## src/pkg/usbs_defs.vh

```
`ifndef USBS_DEFS_VH
`define USBS_DEFS_VH

// register indices; byte address is four times the index
`define USBS_IDX_USB_CONTROL 8'hec
`define USBS_IDX_EP0_STATUS 8'hed
`define USBS_IDX_EP_SELECT 8'hef
`define USBS_IDX_EP_CONTROL 8'hf1
`define USBS_IDX_IRQ_STATUS 8'hf8
`define USBS_IDX_IRQ_CLEAR 8'hf9
`define USBS_IDX_IRQ_ENABLE 8'hfa

// ep0_token_status fields
`define USBS_ST_RX_TOGGLE 3
`define USBS_ST_SETUP 2
`define USBS_ST_IN 1
`define USBS_ST_OUT 0

// endpoint_select fields and reset value
`define USBS_SEL_DIR 7
`define USBS_SEL_EP_HI 2
`define USBS_SEL_EP_LO 0
`define USBS_SEL_RESET 8'h00
`define USBS_EP_MAX 3'h4
`define USBS_EP_COUNT 4'h5

// endpoint_control fields and reset value
`define USBS_CTL_ENABLE 3
`define USBS_CTL_STALL 2
`define USBS_CTL_TOGGLE 1
`define USBS_CTL_BUSY 0
`define USBS_CTL_RESET 8'h08

// usb_control fields and reset value
`define USBS_UC_ENABLE 2
`define USBS_UC_VISIBLE 1
`define USBS_UC_WAKEUP 0
`define USBS_UC_RESET 8'h00

// interrupt status bits: setup, in, out token seen on endpoint 0
`define USBS_IRQ_SETUP 2
`define USBS_IRQ_IN 1
`define USBS_IRQ_OUT 0

// token codes from the serial engine
`define USBS_TOK_OUT 2'h0
`define USBS_TOK_IN 2'h1
`define USBS_TOK_SETUP 2'h2

// number of FIFO slots: five endpoints, two directions
`define USBS_SLOTS 10

// AXI responses
`define USBS_RESP_OKAY 2'h0
`define USBS_RESP_SLVERR 2'h2

`endif

```

## src/hw/usbs_ep0_sel.v

```verilog
`timescale 1ns/1ps
`include "usbs_defs.vh"

// Summary of operation
// - status bit 3 shows last received toggle
// - setup token on endpoint 0 sets bit 2
// - later in or out keep setup set
// - only software write or reset clears setup
// - in token sets bit 1, others clear
// - out token sets bit 0, others clear
// - usb re-enable clears toggle, in, out
// - all endpoints share one window via select
// - fifo window accesses go to selected fifo
// - control register acts on selected endpoint
// - select bit 7: 0 in, 1 out
// - select bits 2:0 pick endpoint 0 to 4
// - select register resets to zero
// - control bits: enable, stall, toggle, busy
// - control register resets to 0x08
// - engine ignores tokens while usb disabled
// - every fifo comes up enabled after reset
module usbs_ep0_sel (
  input wire aclk, // system clock, 50 MHz
  input wire aresetn, // synchronous reset, active low
  input wire [9:0] s_axi_awaddr, // write address
  input wire s_axi_awvalid, // write address valid
  output reg s_axi_awready, // write address ready
  input wire [31:0] s_axi_wdata, // write data
  input wire [3:0] s_axi_wstrb, // write byte strobes
  input wire s_axi_wvalid, // write data valid
  output reg s_axi_wready, // write data ready
  output reg [1:0] s_axi_bresp, // write response
  output reg s_axi_bvalid, // write response valid
  input wire s_axi_bready, // write response ready
  input wire [9:0] s_axi_araddr, // read address
  input wire s_axi_arvalid, // read address valid
  output reg s_axi_arready, // read address ready
  output reg [31:0] s_axi_rdata, // read data
  output reg [1:0] s_axi_rresp, // read response
  output reg s_axi_rvalid, // read data valid
  input wire s_axi_rready, // read data ready
  input wire tok_valid, // token received pulse
  input wire [1:0] tok_kind, // token type code
  input wire [2:0] tok_endpoint, // token endpoint number
  input wire pkt_valid, // data packet received pulse
  input wire [2:0] pkt_endpoint, // data packet endpoint number
  input wire pkt_toggle, // data packet toggle, 1 = DATA1
  input wire [9:0] endpoint_busy, // busy per fifo slot from engine
  input wire xdata_rd, // cpu read of fifo window, pulse
  input wire xdata_wr, // cpu write of fifo window, pulse
  output reg [9:0] fifo_rd_strobe, // read strobe to the selected fifo
  output reg [9:0] fifo_wr_strobe, // write strobe to the selected fifo
  output reg [9:0] ep_enable, // enable per fifo slot
  output reg [9:0] ep_stall, // stall per fifo slot
  output reg [9:0] ep_toggle, // toggle per fifo slot
  output reg usb_function_enable, // serial engine enable
  output reg fifo_visible, // fifo window visible
  output reg remote_wakeup, // force resume on the bus
  output reg irq // level interrupt
);

  ////////////////////////////////////////////////////////////////////////
  // helpers

  // slot index: in fifos 0..4, out fifos 5..9
  function [3:0] slot_of;
    input dir;
    input [2:0] ep;
    begin
      slot_of = dir ? ({1'b0, ep} + `USBS_EP_COUNT) : {1'b0, ep};
    end
  endfunction

  // register index match on a byte address
  function reg_hit;
    input [9:0] addr;
    input [7:0] idx;
    begin
      reg_hit = (addr[9:2] == idx);
    end
  endfunction

  ////////////////////////////////////////////////////////////////////////
  // state

  reg rx_toggle_flag;
  reg setup_flag;
  reg in_flag;
  reg out_flag;
  reg [7:0] endpoint_select;
  reg [2:0] irq_status;
  reg [2:0] irq_enable;
  reg aw_got;
  reg w_got;
  reg [9:0] wr_addr;
  reg [7:0] wr_byte;
  reg wr_lane0;

  // reset images kept whole so single bits are picked, not truncated
  localparam [7:0] uc_reset_val = `USBS_UC_RESET;
  localparam [7:0] ctl_reset_val = `USBS_CTL_RESET;

  wire sel_dir = endpoint_select[`USBS_SEL_DIR];
  wire [2:0] sel_ep = endpoint_select[`USBS_SEL_EP_HI:`USBS_SEL_EP_LO];
  wire sel_ok = (sel_ep <= `USBS_EP_MAX);
  wire [3:0] sel_slot = slot_of(sel_dir, sel_ep);

  // tokens count only while the function is enabled
  wire tok_ep0 = tok_valid & usb_function_enable & (tok_endpoint == 3'h0);
  wire tok_setup = tok_ep0 & (tok_kind == `USBS_TOK_SETUP);
  wire tok_in = tok_ep0 & (tok_kind == `USBS_TOK_IN);
  wire tok_out = tok_ep0 & (tok_kind == `USBS_TOK_OUT);
  wire pkt_ep0 = pkt_valid & usb_function_enable & (pkt_endpoint == 3'h0);

  wire do_write = aw_got & w_got & ~s_axi_bvalid;
  wire wr_ok = wr_lane0;
  wire w_uc = do_write & wr_ok & reg_hit(wr_addr, `USBS_IDX_USB_CONTROL);
  wire w_st = do_write & wr_ok & reg_hit(wr_addr, `USBS_IDX_EP0_STATUS);
  wire w_sel = do_write & wr_ok & reg_hit(wr_addr, `USBS_IDX_EP_SELECT);
  wire w_ctl = do_write & wr_ok & reg_hit(wr_addr, `USBS_IDX_EP_CONTROL);
  wire w_clr = do_write & wr_ok & reg_hit(wr_addr, `USBS_IDX_IRQ_CLEAR);
  wire w_en = do_write & wr_ok & reg_hit(wr_addr, `USBS_IDX_IRQ_ENABLE);
  wire wr_mapped = reg_hit(wr_addr, `USBS_IDX_USB_CONTROL) |
                   reg_hit(wr_addr, `USBS_IDX_EP0_STATUS) |
                   reg_hit(wr_addr, `USBS_IDX_EP_SELECT) |
                   reg_hit(wr_addr, `USBS_IDX_EP_CONTROL) |
                   reg_hit(wr_addr, `USBS_IDX_IRQ_STATUS) |
                   reg_hit(wr_addr, `USBS_IDX_IRQ_CLEAR) |
                   reg_hit(wr_addr, `USBS_IDX_IRQ_ENABLE);

  // a 0 to 1 write of the enable bit is the re-enable that wipes toggle, in and out
  wire reenable = w_uc & wr_byte[`USBS_UC_ENABLE] & ~usb_function_enable;

  ////////////////////////////////////////////////////////////////////////
  // AXI4-Lite write channel: one write in flight, address and data in any order

  always @(posedge aclk) begin
    if (!aresetn) begin
      s_axi_awready <= 1'b1;
      s_axi_wready <= 1'b1;
      s_axi_bvalid <= 1'b0;
      s_axi_bresp <= `USBS_RESP_OKAY;
      aw_got <= 1'b0;
      w_got <= 1'b0;
      wr_addr <= 10'h000;
      wr_byte <= 8'h00;
      wr_lane0 <= 1'b0;
    end else begin
      if (s_axi_awvalid && s_axi_awready) begin
        aw_got <= 1'b1;
        wr_addr <= s_axi_awaddr;
        s_axi_awready <= 1'b0;
      end
      if (s_axi_wvalid && s_axi_wready) begin
        w_got <= 1'b1;
        wr_byte <= s_axi_wdata[7:0];
        wr_lane0 <= s_axi_wstrb[0];
        s_axi_wready <= 1'b0;
      end
      if (do_write) begin
        aw_got <= 1'b0;
        w_got <= 1'b0;
        s_axi_bvalid <= 1'b1;
        s_axi_bresp <= wr_mapped ? `USBS_RESP_OKAY : `USBS_RESP_SLVERR;
      end
      // ready comes back only once the response is taken
      if (s_axi_bvalid && s_axi_bready) begin
        s_axi_bvalid <= 1'b0;
        s_axi_awready <= 1'b1;
        s_axi_wready <= 1'b1;
      end
    end
  end

  ////////////////////////////////////////////////////////////////////////
  // AXI4-Lite read channel; reserved bits read as zero

  reg [7:0] rd_byte;
  reg rd_mapped;
  always @* begin
    rd_byte = 8'h00;
    rd_mapped = 1'b1;
    if (reg_hit(s_axi_araddr, `USBS_IDX_USB_CONTROL)) begin
      rd_byte[`USBS_UC_ENABLE] = usb_function_enable;
      rd_byte[`USBS_UC_VISIBLE] = fifo_visible;
      rd_byte[`USBS_UC_WAKEUP] = remote_wakeup;
    end else if (reg_hit(s_axi_araddr, `USBS_IDX_EP0_STATUS)) begin
      rd_byte[`USBS_ST_RX_TOGGLE] = rx_toggle_flag;
      rd_byte[`USBS_ST_SETUP] = setup_flag;
      rd_byte[`USBS_ST_IN] = in_flag;
      rd_byte[`USBS_ST_OUT] = out_flag;
    end else if (reg_hit(s_axi_araddr, `USBS_IDX_EP_SELECT)) begin
      rd_byte[`USBS_SEL_DIR] = sel_dir;
      rd_byte[`USBS_SEL_EP_HI:`USBS_SEL_EP_LO] = sel_ep;
    end else if (reg_hit(s_axi_araddr, `USBS_IDX_EP_CONTROL)) begin
      if (sel_ok) begin
        rd_byte[`USBS_CTL_ENABLE] = ep_enable[sel_slot];
        rd_byte[`USBS_CTL_STALL] = ep_stall[sel_slot];
        rd_byte[`USBS_CTL_TOGGLE] = ep_toggle[sel_slot];
        rd_byte[`USBS_CTL_BUSY] = endpoint_busy[sel_slot];
      end
    end else if (reg_hit(s_axi_araddr, `USBS_IDX_IRQ_STATUS)) begin
      rd_byte[2:0] = irq_status;
    end else if (reg_hit(s_axi_araddr, `USBS_IDX_IRQ_ENABLE)) begin
      rd_byte[2:0] = irq_enable;
    end else if (!reg_hit(s_axi_araddr, `USBS_IDX_IRQ_CLEAR)) begin
      rd_mapped = 1'b0;
    end
  end

  // data is captured at the address handshake, so it is a one-cycle answer
  always @(posedge aclk) begin
    if (!aresetn) begin
      s_axi_arready <= 1'b1;
      s_axi_rvalid <= 1'b0;
      s_axi_rdata <= 32'h00000000;
      s_axi_rresp <= `USBS_RESP_OKAY;
    end else begin
      if (s_axi_arvalid && s_axi_arready) begin
        s_axi_arready <= 1'b0;
        s_axi_rvalid <= 1'b1;
        s_axi_rdata <= {24'h000000, rd_byte};
        s_axi_rresp <= rd_mapped ? `USBS_RESP_OKAY : `USBS_RESP_SLVERR;
      end
      if (s_axi_rvalid && s_axi_rready) begin
        s_axi_rvalid <= 1'b0;
        s_axi_arready <= 1'b1;
      end
    end
  end

  ////////////////////////////////////////////////////////////////////////
  // usb_control and endpoint_select

  always @(posedge aclk) begin
    if (!aresetn) begin
      usb_function_enable <= uc_reset_val[`USBS_UC_ENABLE];
      fifo_visible <= uc_reset_val[`USBS_UC_VISIBLE];
      remote_wakeup <= uc_reset_val[`USBS_UC_WAKEUP];
      endpoint_select <= `USBS_SEL_RESET;
    end else begin
      if (w_uc) begin
        usb_function_enable <= wr_byte[`USBS_UC_ENABLE];
        fifo_visible <= wr_byte[`USBS_UC_VISIBLE];
        remote_wakeup <= wr_byte[`USBS_UC_WAKEUP];
      end
      // only direction and endpoint bits are stored
      if (w_sel) begin
        endpoint_select <= wr_byte & 8'h87;
      end
    end
  end

  ////////////////////////////////////////////////////////////////////////
  // endpoint 0 token status

  always @(posedge aclk) begin
    if (!aresetn) begin
      rx_toggle_flag <= 1'b0;
      setup_flag <= 1'b0;
      in_flag <= 1'b0;
      out_flag <= 1'b0;
    end else begin
      // a re-enable wipes toggle, in and out but leaves setup alone
      if (reenable) begin
        rx_toggle_flag <= 1'b0;
        in_flag <= 1'b0;
        out_flag <= 1'b0;
      end else begin
        if (pkt_ep0) begin
          rx_toggle_flag <= pkt_toggle;
        end
        if (tok_in) begin
          in_flag <= 1'b1;
        end else if (tok_setup || tok_out) begin
          in_flag <= 1'b0;
        end
        if (tok_out) begin
          out_flag <= 1'b1;
        end else if (tok_setup || tok_in) begin
          out_flag <= 1'b0;
        end
      end
      // setup is cleared only by software; a token in the same cycle wins
      // in and out tokens never touch setup_flag
      if (tok_setup) begin
        setup_flag <= 1'b1;
      end else if (w_st) begin
        setup_flag <= wr_byte[`USBS_ST_SETUP];
      end
    end
  end

  ////////////////////////////////////////////////////////////////////////
  // per-slot endpoint control; writes land on the selected slot only

  integer i;
  always @(posedge aclk) begin
    if (!aresetn) begin
      for (i = 0; i < `USBS_SLOTS; i = i + 1) begin
        ep_enable[i] <= ctl_reset_val[`USBS_CTL_ENABLE];
        ep_stall[i] <= ctl_reset_val[`USBS_CTL_STALL];
        ep_toggle[i] <= ctl_reset_val[`USBS_CTL_TOGGLE];
      end
    end else if (w_ctl && sel_ok) begin
      ep_enable[sel_slot] <= wr_byte[`USBS_CTL_ENABLE];
      ep_stall[sel_slot] <= wr_byte[`USBS_CTL_STALL];
      ep_toggle[sel_slot] <= wr_byte[`USBS_CTL_TOGGLE];
    end
  end

  ////////////////////////////////////////////////////////////////////////
  // fifo window routing; endpoints 5-7 reach nothing

  always @(posedge aclk) begin
    if (!aresetn) begin
      fifo_rd_strobe <= 10'h000;
      fifo_wr_strobe <= 10'h000;
    end else begin
      fifo_rd_strobe <= 10'h000;
      fifo_wr_strobe <= 10'h000;
      if (sel_ok && xdata_rd) begin
        fifo_rd_strobe[sel_slot] <= 1'b1;
      end
      if (sel_ok && xdata_wr) begin
        fifo_wr_strobe[sel_slot] <= 1'b1;
      end
    end
  end

  ////////////////////////////////////////////////////////////////////////
  // interrupts: sticky token events, write-one clear, set beats clear

  wire [2:0] irq_set = {tok_setup, tok_in, tok_out};
  wire [2:0] irq_clr = w_clr ? wr_byte[2:0] : 3'h0;
  wire [2:0] next_irq_status = irq_set | (irq_status & ~irq_clr);
  wire [2:0] next_irq_enable = w_en ? wr_byte[2:0] : irq_enable;

  always @(posedge aclk) begin
    if (!aresetn) begin
      irq_status <= 3'h0;
      irq_enable <= 3'h0;
      irq <= 1'b0;
    end else begin
      irq_status <= next_irq_status;
      irq_enable <= next_irq_enable;
      irq <= |(next_irq_status & next_irq_enable);
    end
  end

endmodule // usbs_ep0_sel

```

## config.mk

```make
export PLATFORM = sky130hd
export DESIGN_NAME = usbs_ep0_sel
export DESIGN_NICKNAME = d
export VERILOG_FILES = /design/src/hw/usbs_ep0_sel.v
export VERILOG_INCLUDE_DIRS = /design/src /design/src/pkg
export SDC_FILE = /design/constraint.sdc
export NUM_CORES = 1
export LEC_CHECK = 0
export ABC_AREA = 1
export BUFFER_PORTS_ARGS = -buffer_cell sky130_fd_sc_hd__buf_2
export CORE_MARGIN = 1
export CORE_UTILIZATION = 50
export DETAILED_ROUTE_END_ITERATION = 16
export PLACE_DENSITY = 0.79
export SLEW_MARGIN = 20
export SYNTH_ARGS = -nofsm -noshare
export SYNTH_HDL_FRONTEND = slang
export SYNTH_SLANG_ARGS = --single-unit
```

## constraint.sdc

```tcl
create_clock -name aclk -period 2.25 [get_ports aclk]
set_input_delay 0.1125 -clock aclk [delete_from_list [all_inputs] [get_ports aclk]]
set_output_delay 0.1125 -clock aclk [all_outputs]
set_load 0.01 [all_outputs]
```

==> results of run 1 <==
final cells by class:
cell class,count,area share (%)
Tap cell,129,2.84
Sequential cell,96,33.8
Timing Repair Buffer,128,12.2
Clock inverter,7,1.50
Clock buffer,9,2.18
Inverter,71,4.77
Multi-Input combinational cell,446,42.7
per-layer routing:
metal | up-vias | global-route usage [%] | wire length, um
li1 | 2238 | - | -
met2 | 165 | 40.0 | 5420
met3 | 15 | 3.69 | 720
met1 | 1973 | 30.2 | 5170
met4 | 0 | 8.03 | 174
met5 | - | 0 | 0
worst max-delay path, stage by stage, from the launching register on:
cell      delay, ns
dfxtp_1        0.39
inv_2          0.10
ha_1           0.28
nand2_1        0.08
o21ai_4        0.27
inv_4          0.19
nor2_8         0.15
nand2_2        0.11
nor2_4         0.18
nor2_1         0.08
a211oi_2       0.15
path summary, 6_finish.rpt:
kind | endpoint | slack (ns) | depth (start not counted)
max | ep_stall[3] | 0.20 | 10
min | wr_byte[3] | 0.009 | 3
max reg2reg | ep_stall[3] | 0.20 | 10
min reg2reg | s_axi_rresp[1] | 0.47 | 2
synthesized netlist by cell type, types with 3 or more instances:
cell / n / area share [%]
nand4_1: 7 / 0.91
nand3_1: 35 / 3.6
nand2_1: 125 / 9.7
a211oi_2: 16 / 4.1
nor2_2: 3 / 0.39
o21ai_1: 9 / 0.93
clkbuf_1: 10 / 0.78
nand2_4: 8 / 1.9
nor3_1: 9 / 0.93
buf_6: 4 / 0.93
o211ai_1: 8 / 1.2
inv_2: 6 / 0.47
nand3_2: 3 / 0.62
buf_4: 29 / 4.5
nand2_2: 5 / 0.65
inv_1: 62 / 4.8
nor2_4: 10 / 2.3
a21oi_1: 33 / 3.4
nor2_8: 5 / 2.1
o21ai_0: 34 / 3.5
a211oi_1: 4 / 0.62
nor2_1: 80 / 6.2
dfxtp_1: 96 / 40
kinds of logic after synthesis:
kind of cell,Yosys count,share of synthesized area (%)
AOI/OAI and AO/OA,114,15.9
adders and majority gates,2,0.518
buffers and inverters,116,12.0
DFF,96,39.8
other,1,0.0777
and+or+nand+nor,301,31.7
flip-flops by register name, summed over array words and instances (netlist names), 3 cells and up:
name and flops:
wr_addr 8, endpoint_select 4, ep_toggle 10, fifo_rd_strobe 10, fifo_wr_strobe 10, ep_stall 10, irq_status 3, wr_byte 5
ep_enable 10, s_axi_rdata 5, irq_enable 3
placed cells by master (no fill, tap or decap), types with 2 or more instances in the layout:
cell type      count
conb_1            29
nand3b_1           2
nand2_4            8
inv_1             62
inv_4              2
nor2_4            10
clkinv_4           2
nand2_2            5
nor2_2             3
dfxtp_1           96
nand3_1           35
buf_2            117
o21ai_0           34
nor2_1            80
nor4_2             2
a211oi_2          16
nor4_1             2
nand3_2            3
a211oi_1           4
nand2_8            2
nand4_1            7
nor3_1             9
nand2_1          125
buf_4              5
nor2_8             5
o21ai_1            9
o211ai_1           8
a21oi_1           33
ha_1               2
inv_2              6
inv_6              3
dlygate4sd3_1      5
clkbuf_8           9
report_power, final:
group	switching [mW]	internal [mW]
registers	0.0278	1.74
clock network	0.659	0.538
logic	0.177	0.0938
metrics by stage:
| step | std cells | util, % | hold WS (ns) | instance area, um^2 | setup WS [ns] |
|---|---|---|---|---|---|
| final | 886 | 61.3 | 0.00872 | 5690 | 0.203 |
| after global routing | 886 | 61.3 | 0.0180 | 5690 | 0.0686 |
| after CTS | 886 | 61.3 | 0.00443 | 5690 | 0.222 |
| after detailed placement | 865 | 58.5 | 0.354 | 5430 | 0.260 |
| after global placement | 865 | 58.5 | 0.344 | 5430 | 0.284 |
| after floorplan | 658 | - | 0.246 | 4930 | 0.362 |
==> key figures, run 1 <==
Status
  • Run status: finished, final reports clean

Detailed routing
  • DR iter-0 viols: 216
  • Detailed Routing Iterations Pass 1: 4
  • WL/cell: 13.0 um
  • Vias: 4391
  • Vias per inst: 4.96
  • Antenna Nets Post-Route: 0
  • Number of remaining DRC errors: 0
  • DRT Wirelength: 11500 um

Clock tree
  • Max clock buf depth: 2
  • Setup Buffers After CTS: 0
  • Post_cts resized: 0
  • Total CTS buffers: 9
  • Hold buffers post-CTS: 5
  • Worst skew pair latency: 0.37 ns
  • TritonCTS Sinks: 96
  • CTS H-tree depth: 3
  • CTS tree: done
  • Worst-path clk slew: 0.10 ns
  • CTS root buf: clkbuf_8

Critical path
  • Critical path capture point type: register
  • Critical path type: reg2reg
  • Crit path DAT: 2.34 ns
  • Critical path required time: 2.54 ns
  • Reg2Reg Launch Point: endpoint_select[1]
  • CP startpoint: endpoint_select[1]
  • Crit start category: register
  • Worst-path maximum fanout: 11

Placement
  • Port bufs: 117
  • DPL Wire Length: 8580 um
  • GP Congestion: 0.888

STA
  • Fmax: 0.489 GHz
  • Post-route clock period utilization: 91.0%
  • Worst-margin pin slew: 0.595 ns
  • Fin crit period: 2.05 ns
  • Pins Over Slew Limit: 0
  • Endpoints failing hold: 0
  • Setup TNS: 0 ns
  • Final Skew: 0.0118 ns
  • Max-slew headroom: 60.0%
  • # setup viols final: 0
  • RSZ-0062 raised after global routing: no

Floorplan
  • Core area: 0.00928 mm^2
  • Die area: 0.0100 mm^2
  • I/O pin count: 181
  • Die Span Y: 100 um
  • Row count: 35
  • Die extent in x: 100 um
  • Initial core utilization: 52.0%

Cells and area
  • ANT cells: 0
  • Syn-to-layout area delta: 17.8%
  • Register area: 0.00192 mm^2
  • Final nets: 840
  • Multi-input combinational cell area: 0.00243 mm^2
  • Fraction of layout cells with a size suffix above 1: 27.2%
  • Filler cell count: 826

GRT
  • All-Layer GR Usage: 23.4%
  • Largest net degree at the start of global routing: 39
  • Vias in the first global route: 4000
  • First-pass GRT wire length: 18700 um
  • Initial antenna violation count: 0
  • Total grt overflow: 0

Worst hold path
  • Worst hold start: s_axi_wdata[3]
  • HP Class: in2reg

Synthesis
  • Post-synth EDFFs: 0
  • Average size of a mapped cell: 7.66 um^2
  • Cell Area, Synth: 0.00483 mm^2
  • Sequential fraction of the synthesis area: 39.8%
  • Synth Flop Type: dfxtp_1
  • Ys Warns: 0
  • Yosys cell types: 45
  • Mapped Cells: 630
  • Synthesized flop and latch total: 96
  • Synth async-reset ratio: 0%

Job
  • Max cap viols: 0

Power and ir drop
  • Tot Pwr: 3.23 mW
  • Pwr dens: 569 mW/mm^2
  • Peak supply drop: 328 uV
  • Pleak: 2.68 nW
Power figures use the tool's default switching activity.
==> inputs of run 2 (changes only) <==
--- a/config.mk
+++ b/config.mk
@@ -12,6 +12,8 @@
 export CORE_UTILIZATION = 50
 export DETAILED_ROUTE_END_ITERATION = 16
 export PLACE_DENSITY = 0.79
+export REMOVE_ABC_BUFFERS = 1
+export SKIP_CTS_REPAIR_TIMING = 1
 export SLEW_MARGIN = 20
 export SYNTH_ARGS = -nofsm -noshare
 export SYNTH_HDL_FRONTEND = slang
==> key figures, run 2 (synthesis gave the netlist of run 1 again) <==
GRT
  • All-Layer GR Usage: 23.5% (+0.076 points)
  • Initial antenna violation count: 0 (unchanged)
  • Largest net degree at the start of global routing: 35 (-10%)
  • First-pass GRT wire length: 18700 um (unchanged)
  • Total grt overflow: 0 (unchanged)
  • Vias in the first global route: 3953 (-1.2%)

STA
  • # setup viols final: 0 (unchanged)
  • RSZ-0062 raised after global routing: no
  • Fmax: 0.484 GHz (-0.82%)
  • Final worst slack: 0.186 ns (-0.0170 ns)
  • Max-slew headroom: 60.8% (+0.80 points)
  • Setup TNS: 0 ns (unchanged)
  • Fin crit period: 2.06 ns (+0.0170 ns)
  • Post-route clock period utilization: 91.7% (+0.76 points)
  • Pins Over Slew Limit: 0 (unchanged)
  • Worst-margin pin slew: 0.585 ns (-0.00934 ns)
  • Endpoints failing hold: 1 (+1)
  • Min Hold Slack: -0.00242 ns (-0.0111 ns)
  • Final Skew: 0.00792 ns (-0.00384 ns)

Critical path
  • Critical path required time: 2.54 ns (about the same)
  • R2r endpoint: ep_stall[2]
  • Reg2reg setup slack: 0.19 ns (-0.02 ns)
  • Crit path DAT: 2.36 ns (+0.02 ns)
  • CP cell instances: inv_2 > ha_1 > nor2_1 > inv_1 > nand3_2 > buf_4 > nor2_4 > nor2_1 > a211oi_2
  • R2R depth: 9 (-1)
  • Worst-path maximum fanout: 8 (-3)
  • Critical path type: reg2reg
  • CP peak stage delay: 0.37 ns (-0.02 ns)
  • CP Depth: 9 (-1)
  • Reg2Reg Launch Point: endpoint_select[1]
  • Crit-path most repeated cell: nor2_1
  • Slowest-stage cell, CP: nand3_2
  • Critical path capture point type: register
  • Crit path max-delay family: simple AND/OR/NAND/NOR gates
  • Crit start category: register
  • WP buf/inv: 3 (+1)

Cells and area
  • Fraction of layout cells with a size suffix above 1: 27.5% (+0.34 points)
  • Syn-to-layout area delta: 16.7%
  • Most common cell after layout, fill and taps aside: nand2_1
  • ANT cells: 0 (unchanged)
  • Final Core Density: 60.7% (-0.58 points)
  • Final non-filler cell area: 0.00563 mm^2 (-0.95%)
  • Register area: 0.00192 mm^2 (unchanged)
  • Multi-input combinational cell area: 0.00243 mm^2 (unchanged)
  • Final nets: 838 (-0.24%)
  • Most frequent cells in the layout: nand2_1 (125), buf_2 (117), dfxtp_1 (96)
  • Filler cell count: 859 (+4.0%)

Clock tree
  • CTS H-tree depth: 3 (unchanged)
  • Total CTS buffers: 9 (unchanged)
  • Worst-path clk slew: 0.10 ns (about the same)
  • Max clock buf depth: 2 (unchanged)
  • TritonCTS Sinks: 96 (unchanged)
  • CTS tree: done
  • Worst skew pair latency: 0.37 ns (about the same)
  • CTS root buf: clkbuf_8

Detailed routing
  • DRT Wirelength: 11600 um (+1.0%)
  • Antenna Nets Post-Route: 0 (unchanged)
  • DR iter-0 viols: 211 (-2.3%)
  • WL/cell: 13.1 um (+1.2%)
  • Vias per inst: 5.01 (+1.1%)
  • Vias: 4428 (+0.84%)
  • Number of remaining DRC errors: 0 (unchanged)
  • Detailed Routing Iterations Pass 1: 5 (+1)

Floorplan
  • Die Span Y: 100 um (unchanged)
  • Core area: 0.00928 mm^2 (unchanged)
  • Row count: 35 (unchanged)
  • Initial core utilization: 52.0% (unchanged)
  • I/O pin count: 181 (unchanged)
  • Die extent in x: 100 um (unchanged)
  • Die area: 0.0100 mm^2 (unchanged)

Power and ir drop
  • Pleak: 2.66 nW (-0.84%)
  • Peak supply drop: 346 uV (+5.5%)
  • Pwr dens: 559 mW/mm^2 (-1.6%)

Placement
  • Area after DPL: 0.00543 mm^2 (about the same)
  • GP Congestion: 0.883 (-0.47%)
  • Port bufs: 117 (unchanged)
  • DPL Wire Length: 8880 um (+3.5%)
  • Pre-CTS setup slack: 0.235 ns (-0.0245 ns)

Job
  • Max cap viols: 0 (unchanged)

Worst hold path
  • Worst hold path stage count: 3 (unchanged)
  • Worst hold start: s_axi_wdata[3]
  • HP Class: in2reg
  • Hold Crit Endpoint: wr_byte[3]

Status
  • Failing checks: hold timing
  • Run status: finished with violations
run 2: cell types whose count changed in the layout (fill, tap and decap cells not counted), sizes merged:
cell,previous run,this run
buf,123,125
bufinv,1,0
dlygate4sd3,5,1
inv,74,75
run 2: through the flow:
stage / std cells / power (mW)
after floorplan: 613 / 1.95
after global placement: 867 / 2.06
after detailed placement: 867 / 2.07
after CTS: 883 / 3.17
after global routing: 884 / 3.28
final: 884 / 3.15
run 2: tightest hold or removal path: stages:
cell     delay, ns
buf_2         0.07
o21ai_0       0.07
nor2_1        0.07
run 2: area by class of cell:
type | count | share of cell area [%]
Clock buffer | 9 | 2.20
Clock inverter | 7 | 1.22
Inverter | 71 | 4.82
Multi-Input combinational cell | 446 | 43.1
Sequential cell | 96 | 34.1
Tap cell | 129 | 2.87
Timing Repair Buffer | 126 | 11.6
run 2: routing by layer:
layer | GRT usage, % | wire length [um] | vias up
met5 | 0 | 0 | -
met4 | 6.24 | 148 | 0
met3 | 5.43 | 888 | 15
met2 | 39.9 | 5530 | 184
met1 | 30.0 | 5030 | 1991
li1 | - | - | 2238
run 2: how the worst max path moves through the flow:
stage                  startpoint              to  slack [ns]
6_report       endpoint_select[1]     ep_stall[2]        0.19
5_1_grt        endpoint_select[7]     ep_stall[1]        0.04
4_1_cts        endpoint_select[1]    ep_toggle[6]        0.21
3_5_place_dp   endpoint_select[1]     ep_stall[6]        0.24
3_3_place_gp   endpoint_select[1]  s_axi_rdata[1]        0.29
2_1_floorplan  endpoint_select[0]     ep_stall[2]        0.34
run 2: report_power, final:
group	switching [mW]	leakage (nW)	internal, mW
clock	0.681	0.0984	0.434
sequential	0.0280	0.780	1.74
combinational	0.180	1.78	0.0905
